$ cat src/hw/rcw_map.svh
// offsets, fields, reset values and codes of the reset sequencer
// assumes word-aligned AHB-Lite access
`ifndef RCW_MAP_SVH
`define RCW_MAP_SVH
// register indices, byte address is four times the index
`define RCW_IDX_STATUS 12'hFCC
`define RCW_IDX_PROTECT 12'hFDF
`define RCW_IDX_CTRL 12'hFE0
`define RCW_IDX_WULEN 12'hFE1
`define RCW_IDX_SEQSTAT 12'hFE2
// status fields
`define RCW_BIT_FCLR 7
`define RCW_BIT_TRIM_ABN 5
// protection code that commits the flag clear
`define RCW_CODE_FCLR 8'h71
// reset values
`define RCW_STATUS_RST 7'h00
`define RCW_WULEN_RST 16'h0100
// cpu start-up state
`define RCW_RESET_VECTOR 16'hFFFE
`define RCW_SP_INIT 16'h00FF
// ahb codes
`define RCW_HTRANS_NONSEQ 2'h2
`define RCW_HSIZE_WORD 3'h2
`endif

$ cat src/hw/rcw_pkg.sv
// types of the reset sequencer
// assumes rcw_map.svh for all numbers
package rcw_pkg;
  typedef enum logic [1:0] {
    RCW_RESET = 2'b00,
    RCW_WARM = 2'b01,
    RCW_RUN = 2'b10
  } rcw_state_t;
  typedef struct packed {
    logic flash;
    logic trim;
    logic vdet_two;
    logic vdet_one;
    logic clock;
    logic watchdog;
  } rcw_req_t;
  typedef struct packed {
    logic [15:0] program_counter;
    logic [15:0] stack_pointer;
    logic register_bank_select;
    logic interrupt_master_enable;
    logic irq_enable_clr;
    logic irq_latch_clr;
  } rcw_cpu_init_t;
endpackage : rcw_pkg

$ cat src/hw/rcw_sequencer.sv
// reset cause collection and post-reset warm-up sequencer
// assumes one ahb-lite master, hclk as high-frequency clock,
// reset request and pin inputs asynchronous to hclk
`timescale 1ns/100ps
`include "rcw_map.svh"

module rcw_sequencer
  import rcw_pkg::*;
(
  input wire logic hclk,
  input wire logic hresetn,
  input wire logic clk_en,
  // ahb-lite slave
  input wire logic hsel,
  input wire logic [31:0] haddr,
  input wire logic [1:0] htrans,
  input wire logic hwrite,
  input wire logic [2:0] hsize,
  input wire logic hready,
  input wire logic [31:0] hwdata,
  output logic [31:0] hrdata,
  output logic hreadyout,
  output logic hresp,
  // reset sources
  input wire logic ext_rst_n,
  input wire rcw_req_t rst_req,
  // trimming data from non-volatile storage
  output logic trim_rd_req,
  input wire logic trim_rd_valid,
  input wire logic [7:0] trim_rd_data,
  input wire logic trim_rd_bad,
  output logic [7:0] trim_data,
  // cpu and peripheral control
  output logic cpu_rst_n,
  output logic periph_rst_n,
  output logic cpu_start,
  output rcw_cpu_init_t cpu_init,
  output logic hf_osc_force_en,
  output logic lf_osc_force_dis,
  output logic tg_clear,
  output logic port_hiz,
  output logic watchdog_en,
  output logic vdet_en
);

  // ************************************************************
  // synchronisers
  // ************************************************************
  logic [6:0] sync1_reg;
  logic [6:0] sync2_reg;
  logic [6:0] sync_in;
  logic pin_rst;
  rcw_req_t req_s;
  logic rst_any;

  assign sync_in = {rst_req, ext_rst_n};

  genvar gi;
  generate
    for (gi = 0; gi < 7; gi = gi + 1) begin : g_sync
      always_ff @(posedge hclk or negedge hresetn) begin
        if (!hresetn) begin
          sync1_reg[gi] <= 1'b0;
          sync2_reg[gi] <= 1'b0;
        end else if (clk_en) begin
          sync1_reg[gi] <= sync_in[gi];
          sync2_reg[gi] <= sync1_reg[gi];
        end
      end
    end
  endgenerate

  // synchronisers reset low, so power-on also reads as a held pin and wipes the flags
  assign pin_rst = ~sync2_reg[0];
  assign req_s = sync2_reg[6:1];
  assign rst_any = pin_rst | (|req_s);

  // ************************************************************
  // ahb-lite slave
  // ************************************************************
  logic addr_ok;
  logic acc_wr;
  logic wr_phase_reg;
  logic [11:0] idx_reg;
  logic [11:0] idx_a;
  logic word_ok;
  logic wr_status;
  logic wr_protect;
  logic wr_ctrl;
  logic wr_wulen;
  logic hit_status;
  logic hit_ctrl;
  logic hit_wulen;
  logic hit_seq;

  assign addr_ok = hsel & hready & (htrans == `RCW_HTRANS_NONSEQ);
  assign word_ok = (hsize == `RCW_HSIZE_WORD) & (haddr[1:0] == 2'h0);
  assign acc_wr = addr_ok & hwrite & word_ok;
  assign idx_a = haddr[13:2];

  always_ff @(posedge hclk or negedge hresetn) begin
    if (!hresetn) begin
      wr_phase_reg <= 1'b0;
      idx_reg <= 12'h000;
    end else if (clk_en) begin
      if (hready) begin
        wr_phase_reg <= acc_wr;
      end
      if (addr_ok) begin
        idx_reg <= (haddr[31:14] == 18'h00000) ? idx_a : 12'h000;
      end
    end
  end

  assign hit_status = (idx_reg == `RCW_IDX_STATUS);
  assign hit_ctrl = (idx_reg == `RCW_IDX_CTRL);
  assign hit_wulen = (idx_reg == `RCW_IDX_WULEN);
  assign hit_seq = (idx_reg == `RCW_IDX_SEQSTAT);
  assign wr_status = wr_phase_reg & hit_status;
  assign wr_protect = wr_phase_reg & (idx_reg == `RCW_IDX_PROTECT);
  assign wr_ctrl = wr_phase_reg & hit_ctrl;
  assign wr_wulen = wr_phase_reg & hit_wulen;
  // zero wait states and always okay
  assign hreadyout = 1'b1;
  assign hresp = 1'b0;

  // ************************************************************
  // warm-up sequencer
  // ************************************************************
  rcw_state_t state_reg;
  rcw_state_t state_next;
  logic [15:0] cnt_reg;
  logic [15:0] cnt_next;
  logic [15:0] wulen_reg;
  logic trim_done_reg;
  logic trim_done_next;
  logic trim_load;
  logic warm_done;
  logic start_reg;
  logic run;

  assign trim_load = (state_reg == RCW_WARM) & ~trim_done_reg & trim_rd_valid;
  // done needs both the count and a trimming load
  assign warm_done = (state_reg == RCW_WARM) & ~rst_any &
                     (cnt_reg >= wulen_reg) & trim_done_reg;

  always_comb begin
    state_next = state_reg;
    cnt_next = cnt_reg;
    trim_done_next = trim_done_reg;
    case (state_reg)
      RCW_RESET: begin
        cnt_next = 16'h0000;
        trim_done_next = 1'b0;
        if (!rst_any) begin
          state_next = RCW_WARM;
        end
      end
      RCW_WARM: begin
        if (rst_any) begin
          state_next = RCW_RESET;
          cnt_next = 16'h0000;
        end else if (warm_done) begin
          state_next = RCW_RUN;
        end else begin
          cnt_next = (cnt_reg == 16'hFFFF) ? cnt_reg : cnt_reg + 16'h0001;
          if (trim_load) begin
            trim_done_next = 1'b1;
          end
        end
      end
      RCW_RUN: begin
        if (rst_any) begin
          state_next = RCW_RESET;
        end
      end
      default: begin
        state_next = RCW_RESET;
      end
    endcase
  end

  always_ff @(posedge hclk or negedge hresetn) begin
    if (!hresetn) begin
      state_reg <= RCW_RESET;
      cnt_reg <= 16'h0000;
      trim_done_reg <= 1'b0;
      start_reg <= 1'b0;
    end else if (clk_en) begin
      state_reg <= state_next;
      cnt_reg <= cnt_next;
      trim_done_reg <= trim_done_next;
      start_reg <= warm_done;
    end
  end

  // ************************************************************
  // trimming data latch
  // ************************************************************
  always_ff @(posedge hclk or negedge hresetn) begin
    if (!hresetn) begin
      trim_data <= 8'h00;
    end else if (clk_en && trim_load) begin
      trim_data <= trim_rd_data;
    end
  end

  assign trim_rd_req = (state_reg == RCW_WARM) & ~trim_done_reg;

  // ************************************************************
  // reset cause status
  // ************************************************************
  logic [6:0] flags_reg;
  logic [6:0] flags_next;
  logic [6:0] flags_set;
  logic fclr_reg;
  logic fclr_next;
  logic commit;
  logic wipe;

  // bit 5 is kept apart, it is a state and not a cause
  assign flags_set = {req_s.flash, 1'b0, req_s.trim, req_s.vdet_two,
                      req_s.vdet_one, req_s.clock, req_s.watchdog};
  assign commit = wr_protect & fclr_reg &
                  (hwdata[7:0] == `RCW_CODE_FCLR);
  assign wipe = pin_rst | commit;

  // set wins over a wipe in the same cycle, so no cause is lost
  always_comb begin
    flags_next = wipe ? `RCW_STATUS_RST : flags_reg;
    flags_next = flags_next | flags_set;
    if (trim_load) begin
      flags_next[`RCW_BIT_TRIM_ABN] = trim_rd_bad;
    end
  end

  // any reset drops a pending clear before it can commit
  always_comb begin
    fclr_next = fclr_reg;
    if (wr_status && hwdata[`RCW_BIT_FCLR]) begin
      fclr_next = 1'b1;
    end
    if (commit || rst_any) begin
      fclr_next = 1'b0;
    end
  end

  always_ff @(posedge hclk or negedge hresetn) begin
    if (!hresetn) begin
      flags_reg <= `RCW_STATUS_RST;
      fclr_reg <= 1'b0;
    end else if (clk_en) begin
      flags_reg <= flags_next;
      fclr_reg <= fclr_next;
    end
  end

  // ************************************************************
  // own control registers
  // ************************************************************
  logic vdet_en_reg;
  // internal requests leave the detector enable alone

  always_ff @(posedge hclk or negedge hresetn) begin
    if (!hresetn) begin
      vdet_en_reg <= 1'b0;
      wulen_reg <= `RCW_WULEN_RST;
    end else if (clk_en) begin
      if (pin_rst) begin
        vdet_en_reg <= 1'b0;
      end else if (wr_ctrl) begin
        vdet_en_reg <= hwdata[0];
      end
      if (wr_wulen) begin
        wulen_reg <= hwdata[15:0];
      end
    end
  end

  // ************************************************************
  // read data
  // ************************************************************
  logic [31:0] rd_status;
  logic [31:0] rd_ctrl;
  logic [31:0] rd_wulen;
  logic [31:0] rd_seq;

  // bit 7 is write-only and reads zero
  assign rd_status = {24'h000000, 1'b0, flags_reg};
  assign rd_ctrl = {31'h00000000, vdet_en_reg};
  assign rd_wulen = {16'h0000, wulen_reg};
  assign rd_seq = {16'h0000, trim_data, 5'h00, trim_done_reg, state_reg};

  always_comb begin
    if (hit_status) begin
      hrdata = rd_status;
    end else if (hit_ctrl) begin
      hrdata = rd_ctrl;
    end else if (hit_wulen) begin
      hrdata = rd_wulen;
    end else if (hit_seq) begin
      hrdata = rd_seq;
    end else begin
      hrdata = 32'h00000000;
    end
  end

  // ************************************************************
  // cpu and peripheral start-up state
  // ************************************************************
  // registered so the start-up controls cannot glitch between states
  logic run_reg;
  logic run_next;
  logic hold_reg;
  logic hold_next;

  assign run_next = (state_next == RCW_RUN);
  assign hold_next = ~run_next | warm_done;

  always_ff @(posedge hclk or negedge hresetn) begin
    if (!hresetn) begin
      run_reg <= 1'b0;
      hold_reg <= 1'b1;
    end else if (clk_en) begin
      run_reg <= run_next;
      hold_reg <= hold_next;
    end
  end

  assign run = run_reg;
  assign cpu_rst_n = run;
  assign periph_rst_n = run;
  assign cpu_start = start_reg;
  assign cpu_init.program_counter = `RCW_RESET_VECTOR;
  assign cpu_init.stack_pointer = `RCW_SP_INIT;
  assign cpu_init.register_bank_select = 1'b0;
  assign cpu_init.interrupt_master_enable = 1'b0;
  assign cpu_init.irq_enable_clr = hold_reg;
  assign cpu_init.irq_latch_clr = hold_reg;
  assign hf_osc_force_en = hold_reg;
  assign lf_osc_force_dis = hold_reg;
  assign tg_clear = ~run;
  assign port_hiz = hold_reg;
  assign watchdog_en = run;
  assign vdet_en = vdet_en_reg;

endmodule : rcw_sequencer

$ cat config.mk
export PLATFORM = sky130hd
export DESIGN_NAME = rcw_sequencer
export DESIGN_NICKNAME = d
export VERILOG_FILES = /design/src/hw/rcw_pkg.sv /design/src/hw/rcw_sequencer.sv
export VERILOG_INCLUDE_DIRS = /design/src /design/src/hw
export SDC_FILE = /design/constraint.sdc
export NUM_CORES = 1
export LEC_CHECK = 0
export BUFFER_PORTS_ARGS = -buffer_cell sky130_fd_sc_hd__buf_2
export CAP_MARGIN = 25
export CORE_AREA = 4 4 108 100
export DETAILED_ROUTE_END_ITERATION = 12
export DIE_AREA = 0 0 112 104
export HOLD_SLACK_MARGIN = 0.02
export PLACE_DENSITY = 0.8
export RECOVER_POWER = 25
export SYNTH_ARGS = -nofsm -noshare
export SYNTH_HDL_FRONTEND = slang
export SYNTH_SLANG_ARGS = --single-unit
$ cat constraint.sdc
create_clock -name hclk -period 2.5 [get_ports hclk]
set_input_delay 0 -clock hclk [delete_from_list [all_inputs] [get_ports hclk]]
set_output_delay 0 -clock hclk [all_outputs]
set_load 0.05 [all_outputs]
==> impl_results.md <==
- Final period util: 96.4%
- Die H: 104 um
- Power Density: 523 nW/um^2
- Share of cells above drive strength 1: 32.2%
- I/O Buffers: 111
- DR iter-0 viols: 181
- #FFs+latches synth: 82
- Detailed-route wire length per cell: 16.4 um
- Die Width: 112 um
- Worst Reg-to-Reg Cells: 8
- Reg2Reg Capture Point: cnt_reg[3]
- P_sw: 0.00105 W
- FF-to-FF Start: cnt_reg[0]
- WHS Path Cells: 3
- Vias: 3935
- Synthesized cell area: 4720 um^2
- Clock transition at the registers of the reported paths: 0.09 ns
- Num Clock Sinks: 82
- Hold_sp: trim_rd_valid
- Final hold viol count: 0
- Area grow syn2layout: 26.9%
- Hpwl dp: 8.36 mm
- CTS tree: built
- Worst reg-to-reg setup slack: 0.11 ns
- Io pins: 180
- Failing checks: max-capacitance violations, max-slew violations
- Hold Path Sink: trim_done_reg
- Die area: 11600 um^2
- DRT Wirelength: 12.0 mm
- DRT Pass-1 Iters: 4
- Avg Inst Size Synth: 10.6 um^2
- Synth Instances: 447
- Status: finished, violations left
- Row count: 34
- Filler instances: 761
- Slew @ Worst Pin: 2.08 ns
- Final Net Count: 713
- Static Leakage: 2.93 nW
- Post-synth EDFFs: 0
- Post-synth top flop: dfrtp_1
- Global-route wire length before repair: 20.1 mm
- DRT antenna net count: 0
- Ys Warns: 0
- Worst-path fanout max: 15
- Async SR Flop Fraction: 100%
- Max IR drop VDD: 0.000355 V
- Htree depth: 3
- Largest net degree at the start of global routing: 83
- Initial Utilization: 49.3%
- Sequential share of the synthesized area: 43.5%
- Initial antenna violation count: 0
- Final setup vio count: 0
- Core ar.: 9570 um^2
- GRT Util Overall: 21.0%
- Vias per cell: 5.35
- Unique masters post-synth: 58
- Critical path arrival: 2.41 ns
- Fmax: 415 MHz
- Sw frac: 33.4%
- Max cap viols: 1
- Post-route cell area: 5990 um^2
- Final Util: 62.6%
- CP Class: reg -> out
- Most common cell after layout, fill and taps aside: buf_2
- Final Wtd Congestion: 0.865
- Internal power: 0.00209 W
- RSZ-0062 raised after global routing: yes
- Antenna Cells: 0
- Worst-Skew Late Latency: 0.37 ns
- Comb power frac: 21.0%
- Grt total ovfl: 0
- Sequential share of power: 47.1%
- Worst Path Required: 2.50 ns
- Worst hold path type: in -> reg
- Worst Setup End Kind: output port
- CP startpoint kind: register
- Clock Power Share: 31.9%
- Placed cell area: 5190 um^2
- Crit-path cells: or4b_4, nor3_4, buf_4, nor3b_2, buf_2
- Most frequent cells in the layout: buf_2 (102), dfrtp_1 (80), conb_1 (52)
- Num CTS Buffers: 9
- Slowest CP cell: or4b_4
- Rel. slew slack: -39.0%
- Slowest cell delay on critical path: 0.58 ns
- Clock Skew: 0.0117 ns
- DR DRC count: 0
- Vias in the first global route: 4082
- Clk buf depth: 2
- Root buffer cell: clkbuf_8
- Final-report max-slew violation count: 36
- Min Tclk post-route: 2.41 ns
area by class of cell:
cell class	instances	area, um^2	share of cell area (%)
clock inverter	6	75.1	1.25
tap	126	158	2.63
clock buffer	10	128	2.13
multi-input combinational	314	2280	38.1
inverter	23	86.3	1.44
timing repair buffer	174	1210	20.1
sequential	82	2050	34.3
metrics by stage:
step                      power (W)  hold WS, ns  instances  setup TNS (ns)  setup slack [ns]
after CTS                   0.00314       0.0740        731               0            0.0220
after floorplan             0.00199       -0.296        497               0             0.255
after detailed placement    0.00209        0.194        668               0            0.0786
after global placement      0.00208        0.186        668               0             0.101
final                       0.00313       0.0832        735               0            0.0900
after global routing        0.00327       0.0665        735          -0.132           -0.0509
worst max-delay path: cells and delay by family (launching register included):
family | cells | cell delay, ns
and+or+nand+nor | 3 | 1.08
DFF | 1 | 0.39
buffers and inverters | 2 | 0.58
cells in the mapped netlist (6+ instances only):
| library cell | count | area, um^2 |
|---|---|---|
| nand2_1 | 26 | 97.6 |
| o21ai_0 | 20 | 100 |
| or3_1 | 11 | 68.8 |
| dfrtp_1 | 80 | 2000 |
| inv_1 | 23 | 86.3 |
| and3_1 | 6 | 37.5 |
| nor2_1 | 10 | 37.5 |
| clkbuf_1 | 11 | 41.3 |
| nor3_1 | 6 | 30.0 |
| a22o_1 | 31 | 272 |
| nand4_1 | 8 | 50.1 |
| mux2_4 | 10 | 150 |
| a21oi_1 | 18 | 90.1 |
| nand3_1 | 11 | 55.1 |
| buf_4 | 62 | 465 |
| mux2_2 | 28 | 315 |
| ha_1 | 17 | 213 |
power groups by stage:
stage	combinational, W	sequential [W]	clock (W)
final	0.000658	0.00148	0.000999
after floorplan	0.000406	0.00158	0
after CTS	0.000648	0.00148	0.00102
after global placement	0.000582	0.00150	0
after detailed placement	0.000591	0.00150	0
after global routing	0.000701	0.00149	0.00108
logic make-up (layout without fill, tap and decap cells):
family	Yosys count	count (layout)	share of synthesized area, %
muxes	40	40	10.3
AOI/OAI and AO/OA	95	95	14.7
other	2	52	0.159
and+or+nand+nor	110	110	13.6
DFF	82	82	43.5
buffers and inverters	101	213	13.2
adders and majority gates	17	17	4.50
layer usage:
layer  up-vias  share of wire (%)  global-route usage, %
met5         -                  0                      0
met4         0                1.3                   4.55
met3        17                8.2                   6.05
met2       167                 49                   36.3
met1      1912                 42                   26.3
li1       1839                  -                      -
worst max-delay path by stage:
stage	startpoint	to	slack (ns)	depth (start not counted)
2_1_floorplan	state_reg[1]	trim_data[0]	0.25	5
3_3_place_gp	cnt_reg[13]	cnt_reg[0]	0.10	9
3_5_place_dp	cnt_reg[0]	trim_done_reg	0.08	9
4_1_cts	idx_reg[4]	hrdata[14]	0.02	6
5_1_grt	cnt_reg[11]	cnt_reg[0]	-0.05	8
6_report	idx_reg[4]	hrdata[7]	0.09	5
timing repair:
action / in CTS / in global routing
setup endpoints to repair: 10 / 26
endpoints found under the hold margin: 125 / 0
pin swaps: 1 / 2
buffers inserted: 0 / 3
hold buffers: 47 / 0
gates resized for setup: 16 / 6
(Power assumes the default switching activity.)
